[config.mk]
export PLATFORM = sky130hd
export DESIGN_NAME = acs_top
export DESIGN_NICKNAME = d
export VERILOG_FILES = /design/src/acs_pkg.sv /design/src/acs_route_decode.sv /design/src/acs_clk_div.sv /design/src/acs_top.sv
export VERILOG_INCLUDE_DIRS = /design/src
export SDC_FILE = /design/constraint.sdc
export NUM_CORES = 1
export LEC_CHECK = 0
export ABC_CLOCK_PERIOD_IN_PS = 3200
export BUFFER_PORTS_ARGS = -buffer_cell sky130_fd_sc_hd__buf_4
export CORE_ASPECT_RATIO = 0.5
export CORE_MARGIN = 2
export CORE_UTILIZATION = 28
export DETAILED_ROUTE_END_ITERATION = 6
export GPL_TIMING_DRIVEN = 0
export PLACE_DENSITY = 0.48
export SLEW_MARGIN = 20
export SYNTH_ARGS = -nofsm -noshare
export SYNTH_HDL_FRONTEND = slang
export SYNTH_HIERARCHICAL = 1
export SYNTH_SLANG_ARGS = --single-unit
export TNS_END_PERCENT = 50
[constraint.sdc]
create_clock -name REF_CLK -period 3.2 [get_ports REF_CLK]
set_clock_uncertainty 0.15 [all_clocks]
set_input_delay 0.64 -clock REF_CLK [delete_from_list [all_inputs] [get_ports REF_CLK]]
set_output_delay 0.64 -clock REF_CLK [all_outputs]
set_load 0.1 [all_outputs]
[src/acs_regs.svh]
/*
  Register offsets, field positions, reset values and timing counts for the
  converter channel select and control block.
  Assumes inclusion by bare name from the package only.
*/
`ifndef ACS_REGS_SVH
`define ACS_REGS_SVH

// ----------------------------------------
// Register offsets (byte addresses)
// ----------------------------------------
`define ACS_OFF_B        4'h3
`define ACS_OFF_CSRA     4'h6
`define ACS_OFF_MUX      4'h7
`define ACS_OFF_IRQ_STAT 4'h8
`define ACS_OFF_IRQ_MASK 4'h9
`define ACS_OFF_RESULT_L 4'ha
`define ACS_OFF_RESULT_H 4'hb

// ----------------------------------------
// Control register A fields
// ----------------------------------------
`define ACS_A_EN    7
`define ACS_A_START 6
`define ACS_A_ATE   5
`define ACS_A_DONE  4
`define ACS_A_IE    3
`define ACS_A_PS_HI 2
`define ACS_A_PS_LO 0

// ----------------------------------------
// Control register B fields
// ----------------------------------------
`define ACS_B_HIGH_GAIN_SELECT  6
`define ACS_B_CHANNEL_SELECT_HIGH  3
`define ACS_B_TS_HI 2
`define ACS_B_TS_LO 0
`define ACS_B_MASK  8'h4f

// ----------------------------------------
// Reset values and codes
// ----------------------------------------
`define ACS_RST_8       8'h00
`define ACS_TS_FREE     3'h0
`define ACS_MUX_MASK    8'h1f
`define ACS_SE_LAST     6'h0a
`define ACS_SE_BANDGAP  6'h1e
`define ACS_SE_GROUND   6'h1f
`define ACS_SE_TEMP     6'h3f
`define ACS_HIGH_BASE   6'h20
`define ACS_SAME_BASE   6'h38

// ----------------------------------------
// Conversion lengths in converter clocks
// ----------------------------------------
`define ACS_CYC_FIRST   5'd25
`define ACS_CYC_NORMAL  5'd13

`endif

[src/acs_pkg.sv]
/*
  Types shared by the converter channel select and control block.
  Assumes acs_regs.svh is on the include path.
*/
package acs_pkg;
  `include "acs_regs.svh"

  typedef enum logic [2:0] {
    ACS_SRC_NONE = 3'h0,
    ACS_SRC_SINGLE = 3'h1,
    ACS_SRC_DIFF = 3'h2,
    ACS_SRC_BANDGAP = 3'h3,
    ACS_SRC_GROUND = 3'h4,
    ACS_SRC_TEMP = 3'h5
  } acs_src_t;

  typedef enum logic [1:0] {
    ACS_GAIN_1X = 2'h0,
    ACS_GAIN_8X = 2'h1,
    ACS_GAIN_20X = 2'h2,
    ACS_GAIN_32X = 2'h3
  } acs_gain_t;

  typedef struct packed {
    acs_src_t src;
    logic [3:0] single_ch;
    logic [3:0] pos_ch;
    logic [3:0] neg_ch;
    acs_gain_t gain;
    logic temp_en;
  } acs_route_t;

  typedef enum logic [1:0] {
    ACS_ST_OFF = 2'b00,
    ACS_ST_IDLE = 2'b01,
    ACS_ST_CONV = 2'b11
  } acs_state_t;
endpackage

[src/acs_route_decode.sv]
/*
  Decodes the six-bit channel and gain code into an analog routing word.
  Assumes a code that is stable, already latched at conversion start.
*/
`timescale 1ns/1ps
module acs_route_decode
  import acs_pkg::*;
(
  // Selection
  input wire logic [5:0] code,
  input wire logic high_gain_select,
  // Routing
  output acs_route_t route
);

  // Differential pairs for codes 0b..1d, indexed by code - 0b
  function automatic logic [7:0] low_pair(input logic [4:0] idx);
    case (idx)
      5'h00, 5'h01: low_pair = 8'h01;
      5'h02: low_pair = 8'h11;
      5'h03, 5'h04: low_pair = 8'h21;
      5'h05: low_pair = 8'h23;
      5'h06: low_pair = 8'h33;
      5'h07, 5'h08: low_pair = 8'h43;
      5'h09, 5'h0a: low_pair = 8'h45;
      5'h0b: low_pair = 8'h55;
      5'h0c, 5'h0d: low_pair = 8'h65;
      5'h0e, 5'h0f: low_pair = 8'h89;
      5'h10: low_pair = 8'h99;
      default: low_pair = 8'ha9;
    endcase
  endfunction

  // Pairs for codes 20..37, two codes per pair
  function automatic logic [7:0] high_pair(input logic [3:0] idx);
    case (idx)
      4'h0: high_pair = 8'h01;
      4'h1: high_pair = 8'h10;
      4'h2: high_pair = 8'h12;
      4'h3: high_pair = 8'h21;
      4'h4: high_pair = 8'h20;
      4'h5: high_pair = 8'h02;
      4'h6: high_pair = 8'h45;
      4'h7: high_pair = 8'h54;
      4'h8: high_pair = 8'h56;
      4'h9: high_pair = 8'h65;
      4'ha: high_pair = 8'h64;
      default: high_pair = 8'h46;
    endcase
  endfunction

  // Same-pin pairs for codes 38..3e, offset measurement
  function automatic logic [3:0] same_pin(input logic [2:0] idx);
    case (idx)
      3'h0, 3'h1: same_pin = 4'h0;
      3'h2: same_pin = 4'h1;
      3'h3: same_pin = 4'h2;
      3'h4: same_pin = 4'h4;
      3'h5: same_pin = 4'h5;
      default: same_pin = 4'h6;
    endcase
  endfunction

  wire logic [4:0] low_idx = 5'(code[4:0] - 5'h0b);
  wire logic [5:0] high_off = 6'(code - `ACS_HIGH_BASE);
  wire logic [2:0] same_idx = 3'(code - `ACS_SAME_BASE);
  wire logic [7:0] lp = low_pair(low_idx);
  wire logic [7:0] hp = high_pair(high_off[4:1]);
  wire logic [3:0] sp = same_pin(same_idx);
  // Code 39 alone has the low gain pair among the same-pin codes
  wire logic hi_low_gain = (code >= `ACS_SAME_BASE) ? (code == 6'h39) : code[0];
  // The 1x codes of the low table are listed by code; all other low codes are 20x
  wire logic lo_unity = (code == 6'h0c) || (code == 6'h0f) || (code == 6'h10) || (code == 6'h13) ||
                        (code == 6'h15) || (code == 6'h18) || (code == 6'h1a) || (code == 6'h1d);

  always_comb begin
    // Every code routes something defined; fields a code leaves unused stay zero
    route = '0; // RULE_19
    if (code <= `ACS_SE_LAST) begin
      route.src = ACS_SRC_SINGLE; // RULE_03
      route.single_ch = code[3:0];
    end else if (code == `ACS_SE_BANDGAP) begin
      route.src = ACS_SRC_BANDGAP; // RULE_04
    end else if (code == `ACS_SE_GROUND) begin
      route.src = ACS_SRC_GROUND; // RULE_04
    end else if (code == `ACS_SE_TEMP) begin
      route.src = ACS_SRC_TEMP; // RULE_07
      route.single_ch = 4'hb;
      route.temp_en = 1'b1;
    end else if (!code[5]) begin
      route.src = ACS_SRC_DIFF; // RULE_05
      route.pos_ch = lp[7:4];
      route.neg_ch = lp[3:0]; // RULE_06
      route.gain = lo_unity ? ACS_GAIN_1X : ACS_GAIN_20X;
    end else begin
      route.src = ACS_SRC_DIFF;
      route.pos_ch = (code >= `ACS_SAME_BASE) ? sp : hp[7:4];
      route.neg_ch = (code >= `ACS_SAME_BASE) ? sp : hp[3:0]; // RULE_06
      if (hi_low_gain) begin
        route.gain = high_gain_select ? ACS_GAIN_8X : ACS_GAIN_1X; // RULE_16
      end else begin
        route.gain = high_gain_select ? ACS_GAIN_32X : ACS_GAIN_20X; // RULE_16
      end
    end
  end

endmodule

[src/acs_clk_div.sv]
/*
  Converter clock prescaler: a one-cycle tick at the selected division.
  Assumes it is held cleared while the converter is off.
*/
`timescale 1ns/1ps
module acs_clk_div #(
  parameter int WIDTH = 7
) (
  // Clock and reset
  input wire logic REF_CLK,
  input wire logic RST_N,
  // Control
  input wire logic run,
  input wire logic [2:0] divider,
  // Tick
  output logic tick
);

  logic [WIDTH-1:0] cnt_reg;
  wire logic [WIDTH-1:0] limit = (divider == 3'h0) ? WIDTH'(1) : WIDTH'((1 << divider) - 1);
  wire logic wrap = (cnt_reg >= limit);

  always_ff @(posedge REF_CLK) begin
    if (!RST_N || !run || wrap) begin
      cnt_reg <= '0;
    end else begin
      cnt_reg <= cnt_reg + WIDTH'(1);
    end
  end

  assign tick = run && wrap;

endmodule

[src/acs_top.sv]
/*
  Converter channel select and control: register file, conversion sequencer,
  latched routing to the analog front end and a done interrupt.
  Assumes the analog core returns a result word at conversion end and that the
  trigger inputs are already on REF_CLK.
*/
// The strobed register port was left to the implementer.
`timescale 1ns/1ps
// Operation
// RULE_01: Six-bit code from low and high bits
// RULE_02: New selection applies only after conversion ends
// RULE_03: Codes 0 to 10 pick single inputs
// RULE_04: Codes 1e,1f give reference and ground
// RULE_05: Differential codes fix pair and gain
// RULE_06: Same pin on both inputs allowed
// RULE_07: Code 3f selects temperature sensor channel
// RULE_08: Enable powers on; clearing aborts conversion
// RULE_09: Software starts each single conversion
// RULE_10: Free running restarts without further writes; code restarts only when the done flag rises, not while it stays set
// RULE_11: First conversion 25 cycles, later 13
// RULE_12: Start bit reads one while converting
// RULE_13: Writing zero to start is ignored
// RULE_14: Auto trigger on selected rising edge
// RULE_15: High bit is code most significant bit
// RULE_16: Gain select swaps 32x/8x for 20x/1x
// RULE_17: Done flag sets at end, cleared by one
// RULE_18: Switching to free running makes no trigger
// RULE_19: Not-applicable codes treated as reserved
module acs_top
  import acs_pkg::*;
#(
  parameter int DIV_WIDTH = 7,
  parameter int RESULT_WIDTH = 10
) (
  // Clock and reset
  input wire logic REF_CLK,
  input wire logic RST_N,
  // Register port
  input wire logic [3:0] ADDR,
  input wire logic [7:0] WDATA,
  input wire logic WR,
  input wire logic RD,
  output logic [7:0] RDATA,
  // Trigger sources, indexed by trigger select
  input wire logic [7:0] TRIG_IN,
  // Interrupt vector taken
  input wire logic IRQ_ACK,
  // Analog core
  input wire logic [RESULT_WIDTH-1:0] CORE_RESULT,
  output acs_route_t ROUTE,
  output logic CORE_POWER,
  output logic CORE_SAMPLE,
  output logic CORE_INIT,
  // Interrupt
  output logic IRQ
);

  // ----------------------------------------
  // Registers
  // ----------------------------------------
  logic [7:0] csra_reg;
  logic [7:0] csrb_reg;
  logic [7:0] mux_reg;
  logic [7:0] mask_reg;
  logic [7:0] rdata_reg;
  logic [RESULT_WIDTH-1:0] result_reg;
  logic [5:0] active_code_reg;
  logic active_high_gain_select_reg;
  logic [4:0] cyc_reg;
  logic [4:0] len_reg;
  logic first_reg;
  logic trig_d_reg;
  logic [2:0] ts_d_reg;
  acs_state_t state_reg;
  acs_state_t state_next;

  // ----------------------------------------
  // Decode
  // ----------------------------------------
  wire logic wr_a = WR && (ADDR == `ACS_OFF_CSRA);
  wire logic wr_b = WR && (ADDR == `ACS_OFF_B);
  wire logic wr_mux = WR && (ADDR == `ACS_OFF_MUX);
  wire logic wr_stat = WR && (ADDR == `ACS_OFF_IRQ_STAT);
  wire logic wr_mask = WR && (ADDR == `ACS_OFF_IRQ_MASK);

  wire logic en = csra_reg[`ACS_A_EN];
  wire logic en_new = wr_a ? WDATA[`ACS_A_EN] : en;
  wire logic ate = csra_reg[`ACS_A_ATE];
  wire logic done_flag = csra_reg[`ACS_A_DONE];
  wire logic [2:0] ts = csrb_reg[`ACS_B_TS_HI:`ACS_B_TS_LO];
  wire logic [2:0] ps = csra_reg[`ACS_A_PS_HI:`ACS_A_PS_LO];

  // Live six-bit selection code
  wire logic [5:0] live_code = {csrb_reg[`ACS_B_CHANNEL_SELECT_HIGH], mux_reg[4:0]}; // RULE_01 RULE_15

  // ----------------------------------------
  // Trigger
  // ----------------------------------------
  // Free running uses the done flag as its own trigger source
  wire logic trig_sel = (ts == `ACS_TS_FREE) ? done_flag : TRIG_IN[ts];
  // Edge is suppressed when moving into free running
  wire logic trig_edge = trig_sel && !trig_d_reg &&
                         !((ts == `ACS_TS_FREE) && (ts_d_reg != `ACS_TS_FREE)); // RULE_18
  wire logic auto_start = ate && trig_edge; // RULE_14 RULE_10

  wire logic sw_start = wr_a && WDATA[`ACS_A_START] && en_new; // RULE_09 RULE_13
  wire logic conv_busy = (state_reg == ACS_ST_CONV);
  wire logic tick;
  wire logic conv_end = conv_busy && tick && (cyc_reg == len_reg - 5'd1);
  wire logic start_go = en_new && !conv_busy && (sw_start || auto_start);

  acs_clk_div #(
    .WIDTH(DIV_WIDTH)
  ) u_div (
    .REF_CLK(REF_CLK),
    .RST_N(RST_N),
    .run(conv_busy),
    .divider(ps),
    .tick(tick)
  );

  acs_route_decode u_dec (
    .code(active_code_reg),
    .high_gain_select(active_high_gain_select_reg),
    .route(ROUTE)
  );

  // ----------------------------------------
  // Sequencer
  // ----------------------------------------
  always_comb begin
    state_next = state_reg;
    case (state_reg)
      ACS_ST_OFF: begin
        if (start_go) begin
          state_next = ACS_ST_CONV;
        end else if (en_new) begin
          state_next = ACS_ST_IDLE;
        end
      end
      ACS_ST_IDLE: begin
        if (!en_new) begin
          state_next = ACS_ST_OFF;
        end else if (start_go) begin
          state_next = ACS_ST_CONV;
        end
      end
      ACS_ST_CONV: begin
        if (!en_new) begin
          state_next = ACS_ST_OFF; // RULE_08
        end else if (conv_end) begin
          state_next = ACS_ST_IDLE;
        end
      end
      default: state_next = ACS_ST_OFF;
    endcase
  end

  always_ff @(posedge REF_CLK) begin
    if (!RST_N) begin
      state_reg <= ACS_ST_OFF;
      first_reg <= 1'b1;
    end else begin
      state_reg <= state_next;
      // Disabling re-arms the long initialising conversion
      if (!en_new) begin
        first_reg <= 1'b1;
      end else if (start_go) begin
        first_reg <= 1'b0;
      end
    end
  end

  // Converter clock count of the running conversion
  always_ff @(posedge REF_CLK) begin
    if (!RST_N) begin
      cyc_reg <= 5'd0;
      len_reg <= `ACS_CYC_NORMAL;
    end else if (start_go) begin
      cyc_reg <= 5'd0;
      len_reg <= first_reg ? `ACS_CYC_FIRST : `ACS_CYC_NORMAL; // RULE_11
    end else if (conv_busy && tick) begin
      cyc_reg <= cyc_reg + 5'd1;
    end
  end

  // Selection is latched only at start, so writes mid-conversion wait
  always_ff @(posedge REF_CLK) begin
    if (!RST_N) begin
      active_code_reg <= 6'h00;
      active_high_gain_select_reg <= 1'b0;
    end else if (start_go) begin
      active_code_reg <= live_code; // RULE_02
      active_high_gain_select_reg <= csrb_reg[`ACS_B_HIGH_GAIN_SELECT];
    end
  end

  // ----------------------------------------
  // Register writes
  // ----------------------------------------
  // Set wins over a same-cycle clear, so a finishing conversion is never lost
  wire logic done_set = conv_end && en_new; // RULE_17
  wire logic done_clr_a = wr_a && WDATA[`ACS_A_DONE];
  wire logic done_clr_stat = wr_stat && WDATA[0];
  wire logic done_clr = done_clr_a || done_clr_stat || IRQ_ACK; // RULE_17
  wire logic busy_next = (state_next == ACS_ST_CONV);

  // Previous trigger level and source, for edge detection
  always_ff @(posedge REF_CLK) begin
    if (!RST_N) begin
      trig_d_reg <= 1'b0;
      ts_d_reg <= `ACS_TS_FREE;
    end else begin
      trig_d_reg <= trig_sel;
      ts_d_reg <= ts;
    end
  end

  // ----------------------------------------
  // Control register A
  // ----------------------------------------
  always_ff @(posedge REF_CLK) begin
    if (!RST_N) begin
      csra_reg <= `ACS_RST_8;
    end else begin
      if (wr_a) begin
        csra_reg[`ACS_A_EN] <= WDATA[`ACS_A_EN]; // RULE_08
        csra_reg[`ACS_A_ATE] <= WDATA[`ACS_A_ATE];
        csra_reg[`ACS_A_IE] <= WDATA[`ACS_A_IE];
        csra_reg[`ACS_A_PS_HI:`ACS_A_PS_LO] <= WDATA[`ACS_A_PS_HI:`ACS_A_PS_LO];
      end
      // Start bit mirrors the busy state, so a zero write has no hold on it
      csra_reg[`ACS_A_START] <= busy_next; // RULE_12 RULE_13
      if (done_set) begin
        csra_reg[`ACS_A_DONE] <= 1'b1; // RULE_17
      end else if (done_clr) begin
        csra_reg[`ACS_A_DONE] <= 1'b0; // RULE_17
      end
    end
  end

  // An abort leaves the last completed result in place
  always_ff @(posedge REF_CLK) begin
    if (!RST_N) begin
      result_reg <= '0;
    end else if (done_set) begin
      result_reg <= CORE_RESULT;
    end
  end

  // ----------------------------------------
  // Control register B, selection and mask
  // ----------------------------------------
  always_ff @(posedge REF_CLK) begin
    if (!RST_N) begin
      csrb_reg <= `ACS_RST_8;
      mux_reg <= `ACS_RST_8;
      mask_reg <= `ACS_RST_8;
    end else begin
      if (wr_b) begin
        csrb_reg <= WDATA & `ACS_B_MASK;
      end
      if (wr_mux) begin
        mux_reg <= WDATA & `ACS_MUX_MASK;
      end
      if (wr_mask) begin
        mask_reg <= {7'h00, WDATA[0]};
      end
    end
  end

  // ----------------------------------------
  // Read port
  // ----------------------------------------
  wire logic [15:0] result_w = 16'(result_reg);
  wire logic [7:0] rd_mux =
    (ADDR == `ACS_OFF_CSRA) ? csra_reg :
    (ADDR == `ACS_OFF_B) ? csrb_reg :
    (ADDR == `ACS_OFF_MUX) ? mux_reg :
    (ADDR == `ACS_OFF_IRQ_STAT) ? {7'h00, done_flag} :
    (ADDR == `ACS_OFF_IRQ_MASK) ? mask_reg :
    (ADDR == `ACS_OFF_RESULT_L) ? result_w[7:0] :
    (ADDR == `ACS_OFF_RESULT_H) ? result_w[15:8] : 8'h00;

  always_ff @(posedge REF_CLK) begin
    if (!RST_N) begin
      rdata_reg <= 8'h00;
    end else begin
      rdata_reg <= RD ? rd_mux : 8'h00;
    end
  end

  assign RDATA = rdata_reg;
  assign CORE_POWER = en;
  assign CORE_SAMPLE = conv_busy;
  assign CORE_INIT = conv_busy && (len_reg == `ACS_CYC_FIRST);
  // Either enable bit unmasks the done event
  assign IRQ = done_flag && (csra_reg[`ACS_A_IE] || mask_reg[0]);

endmodule

# Word-level counts from Yosys, hierarchy flattened
# Memory sizes are Yosys's and may differ from the RTL's.
# Cells that the tools add are included.
[op_classes]
addsub = 7
shift = 1
eq_ne = 29
n_mux = 41
n_bitwise = 1
order_cmp = 4
reduce_logical = 48
[ops]
columns = ["cell", "count"]
rows = [
  ["equality test 6 x 5 -> 1 bit, second input constant", 8],
  ["two-way mux 8 bit", 6],
  ["two-way mux 15 bit", 2],
  ["logical AND 1 bit", 21],
  ["two-way mux 10 bit", 2],
  ["two-way mux 2 bit", 9],
  ["equality test 4 bit, second input constant", 4],
  ["case mux 3 bit (5 select lines)", 1],
  ["two-way mux 7 bit", 2],
  ["logical OR 1 bit", 13],
  ["equality test 6 x 4 -> 1 bit, second input constant", 2],
  ["equality test 6 bit, second input constant", 2],
  ["two-way mux 4 bit", 3],
  ["two-way mux 11 bit", 1],
  ["subtractor 5 x 1 -> 5 bit, second input constant", 2],
  ["zero test 3 bit", 3],
  ["two-way mux 1 bit", 9],
  ["two-way mux 3 bit", 3],
  ["equality test 4 x 3 -> 1 bit, second input constant", 2],
  ["adder 7 x 1 -> 7 bit, second input constant", 1],
  ["greater-or-equal comparator 7 bit", 1],
  ["left shift 1 x 3 -> 7 bit, first input constant", 1],
  ["subtractor 7 x 2 -> 7 bit, second input constant", 1],
  ["equality test 3 x 2 -> 1 bit, second input constant", 2],
  ["other kinds (23)", 30],
]
[word_totals]
rom_bits = 320
out_inout_bits = 30
n_memories = 2
regBits = 68
wordCells = 150
in_bits = 35
[memory_table]
columns = ["memory", "depth", "word_bits", "read_ports", "rd_ports_with_merged_regs", "write_ports", "line", "source"]
rows = [
  ["(name not given)", 32, 7, 1, 0, 0, "acs_route_decode.sv:18", "case (idx)"],
  ["(name not given)", 16, 6, 1, 0, 0, "acs_route_decode.sv:36", "case (idx)"],
]

# Longest topological paths before layout
[depth]
ltp_word = 14
ltp_mapped = 10
mapped_depth_nobuf = 9

# By module
# The synthesis kept the hierarchy.
[modules_own_cells]
columns = ["mod", "n_inst", "seq_area_each_um2", "cells_per_inst", "area_each_um2"]
rows = [
  ["acs_top", 1, 1161.1, 300, 2706.3],
  ["acs_route_decode", 1, 0.0, 129, 977.2],
  ["acs_clk_div", 1, 140.1, 48, 419.2],
]

# Worst setup path after synthesis
# No wires, ideal clock.
[synth_path]
path_type = "flip-flop to output port"
startpoint = "register active_code_reg[1]"
endpoint = "output ROUTE[10] in the netlist's numbering"
setup_slack_ns = -2.052
t_arrival_ns = 4.462
path_stages_with_launch = 8
path_cell_list = "dfxtp_1 > ha_1 > inv_1 > ha_1 > and3b_1 > mux2i_1 > a211oi_1 > buf_4"
[synth_rtl]
columns = ["item", "line", "source"]
rows = [
  ["start, declared", "acs_top.sv:67", "logic [5:0] active_code_reg;"],
  ["start signal, assigned", "acs_top.sv:193", "active_code_reg <= live_code;"],
  ["end, declared", "acs_top.sv:50", "output acs_route_t ROUTE,"],
]

==> flow_summary.yaml <==
status:
  run_status: "finished, final reports clean"
timing:
  fin_tns_setup_ns: 0
  tightest_slew_ns: 0.8154
  slew_violations: 0
  timing.slew.headroom_pct: 45.18
  final-setup-viol-count: 0
  rsz0062_at_grt: "true"
  timing.fmax_mhz: 318.3
  hold_violations: 0
  period_share_pct: 98.19
  period_needed_ns: 3.142
clock_network:
  holdBufCountCts: 0
  clockBufferDepth: 2
  cts_sinks: 65
  path_clk_slew_ns: 0.05
  cts_tree: "yes"
  cts-root-buf: "clkbuf_16"
  clk_latency_ns: 0.34
  cts_buffers: 9
  htree_levels: 3
route:
  met2_length_mm: 4.852
  postRouteAntennaNets: 0
  drt-met1-wl_mm: 6.112
  routedWlPerCell_microns: 15.36
  drtPass1Iterations: 4
  vias_per_cell: 4.849
  drc: 0
  drt-total-wl_mm: 11.80
  num_vias: 3724
  wl_met3_microns: 693
  drt-initial-drc-count: 241
  highest_layer: "met4"
floorplanning:
  core_area_sq_mm: 0.01439
  initial_core_util_pct: 28.51
  dieHeight_microns: 89.60
  fp.dieArea_sq_mm: 0.01570
  pin_count: 65
  num_rows: 31
  die_width_microns: 175.2
grt:
  grt_pass1_vias: 3507
  grt_antenna_before_repair: 0
  grt_max_degree: 11
  grt_use_total_pct: 15.48
  grt_pass1_wl_mm: 18.91
  grt_remaining_overflow: 0
worst_setup_path:
  path_buf_inv: 6
  r2r_setup_slack_ns: 0.30
  cp_cell_sequence: "clkinvlp_4 -> buf_4 -> buf_4 -> buf_4 -> a21boi_4 -> o31ai_4 -> buf_12 -> a211oi_4 -> buf_4"
  cp.depth: 9
  crit_start: "active_code_reg[2]$_SDFFE_PN0P_"
  crit_fanout: 7
  end_kind: "primary output"
  max_stage_delay_ns: 0.38
  cp_slowest_cell: "dfxtp_4"
  cp-start-kind: "flop"
  arrival_ns: 2.35
  cpMostUsedCell: "buf_4"
  crit_type: "flop to primary output"
  cp-endpoint: "ROUTE[6]"
  path_delay_family: "buffers and inverters"
  r2r_start: "csra_reg[2]$_SDFFE_PN0N_"
  r2r_end: "result_reg[9]$_SDFFE_PN0P_"
  ff2ff_path_depth: 10
  required_ns: 2.41
synth:
  synth_flop_cell: "dfxtp_1"
  ys_types: 72
  synth_edf_count: 0
  synth.area.top_cells: "dfxtp_1 (32%), mux2i_1 (7.6%), ha_1 (7.0%)"
  syn_inst: 477
  ys_ff_latch: 65
  async_flop_share_pct: 0
  yosysTopAreaCellShare_pct: 31.72
  postSynthAreaPerCell_sq_um: 8.601
  ys_seq_area_share_pct: 31.72
  yosysWarnings: 6
  syn-num-nets: 535
  synth_area_sq_mm: 0.004103
  synth_largest_area_cell: "dfxtp_1"
cells_and_area:
  stdcell_area_sq_mm: 0.005599
  n_antenna_cell: 0
  finish.utilization_pct: 38.91
  final_cells: 768
  fill_cells: 1478
  area_delta_synth_final_pct: 36.47
  num-nets-final: 623
  layout-drive-gt1-share_pct: 27.19
  largest_register_ffs: 10
power_and_ir_drop:
  power_switching_w: 0.0004119
  p_seq_share_pct: 41.5
  power_leakage_nw: 2.033
  ir_drop_mv: 0.2741
  combinationalPowerShare_pct: 5.6
  powerDensity_mw_per_mm2: 351.2
  swShare_pct: 20.95
  power_frac_clock_pct: 53.0
  intPower_w: 0.001554
run:
  drv_cap: 0
place:
  dp_cells: 736
  dp_hpwl_mm: 8.643
  dpl-instance-area_sq_mm: 0.004951
  gp_congestion: 0.7851
  port_buffers: 61
hold_path:
  hold_class: "flop to flop"
  hold_depth: 2
## Yosys cell counts (11+ instances only)
cell	count
a21boi_0	11
a21oi_1	19
clkbuf_1	16
dfxtp_1	65
ha_1	23
inv_1	14
mux2i_1	31
nand2_1	51
nand3_1	26
nor2_1	21
nor2b_1	25
nor3_1	14
nor3b_1	11
## logic make-up (layout without fill, tap and decap cells)
kind of cell	count (synthesis)	in the layout	synth area share [%]
buf+inv	47	140	6.222
flops	65	65	31.72
xor+xnor	13	13	3.141
mux	32	32	7.838
compound gates	97	97	17.44
fa+ha+maj	23	23	7.014
simple gates	200	200	26.62
## power by group through the flow
stage,registers (W),logic [W],clock network (W)
floorplan,0.000837,0.0000513,0
global placement,0.000834,0.000110,0
detailed placement,0.000834,0.000110,0
CTS,0.000816,0.000111,0.00106
global route,0.000815,0.000121,0.00110
finish,0.000815,0.000110,0.00104
## how the worst min path moves through the flow
stage                                                        start                                        to  slack, ns
after floorplan           active_high_gain_select_reg$_SDFFE_PN0P_  active_high_gain_select_reg$_SDFFE_PN0P_       0.28
after global placement             active_code_reg[4]$_SDFFE_PN0P_           active_code_reg[4]$_SDFFE_PN0P_       0.29
after CTS                          active_code_reg[5]$_SDFFE_PN0P_           active_code_reg[5]$_SDFFE_PN0P_       0.31
final                              active_code_reg[5]$_SDFFE_PN0P_           active_code_reg[5]$_SDFFE_PN0P_       0.31
after global routing               active_code_reg[5]$_SDFFE_PN0P_           active_code_reg[5]$_SDFFE_PN0P_       0.34
after detailed placement           active_code_reg[5]$_SDFFE_PN0P_           active_code_reg[5]$_SDFFE_PN0P_       0.30
## routing by layer
metal	vias up	track usage, %
li1	1885	-
met1	1731	21.80
met2	96	23.59
met3	12	3.998
met4	0	4.091
met5	-	0
## cell type report
type                    instances  area (sq um)  area share [%]
clock buffers                  15         289.0           5.162
repair buffers                 78         668.1           11.93
clock inverters                 1         30.03          0.5363
inverters                      14         56.30           1.006
flip-flops and latches         65          1313           23.44
well taps                     198         247.7           4.425
plain buffers                  32         192.7           3.441
multi-input cells             365          2803           50.06
## timing repair
action                     4_1_cts  5_1_grt
pin swaps                        6        8
resized for setup               22       15
setup endpoints to repair       17       17
setup buffers                    8        9
## cells in the final DEF, fill, tap and decap left out, types with 10 or more instances in the layout
| master | synthesis | final |
|---|---|---|
| buf_4 | 3 | 73 |
| dfxtp_1 | 65 | 62 |
| nand2_1 | 51 | 51 |
| mux2i_1 | 31 | 29 |
| nand3_1 | 26 | 26 |
| nor2b_1 | 25 | 24 |
| nor2_1 | 21 | 20 |
| clkbuf_1 | 16 | 18 |
| a21oi_1 | 19 | 17 |
| ha_1 | 23 | 16 |
| nor3_1 | 14 | 14 |
| inv_1 | 14 | 13 |
| a21boi_0 | 11 | 11 |
| clkbuf_16 | 0 | 10 |
## metrics by stage
stage                     hold slack (ns)  worst slack (ns)  total power (W)
after floorplan                    0.2805           -0.2913        0.0008885
after global placement             0.2943          -0.03789        0.0009442
after detailed placement           0.2997          -0.02818        0.0009439
after CTS                          0.3122          -0.05204         0.001990
after global routing               0.3436          -0.05206         0.002032
final                              0.3072           0.05795         0.001966
## tightest hold or removal path: cells and delay by family (launching register included)
| kind | cells | cell delay [ns] |
|---|---|---|
| DFF | 1 | 0.31 |
| muxes | 1 | 0.05 |
| and+or+nand+nor | 1 | 0.05 |
No activity file was read; power rests on OpenSTA's default activity.
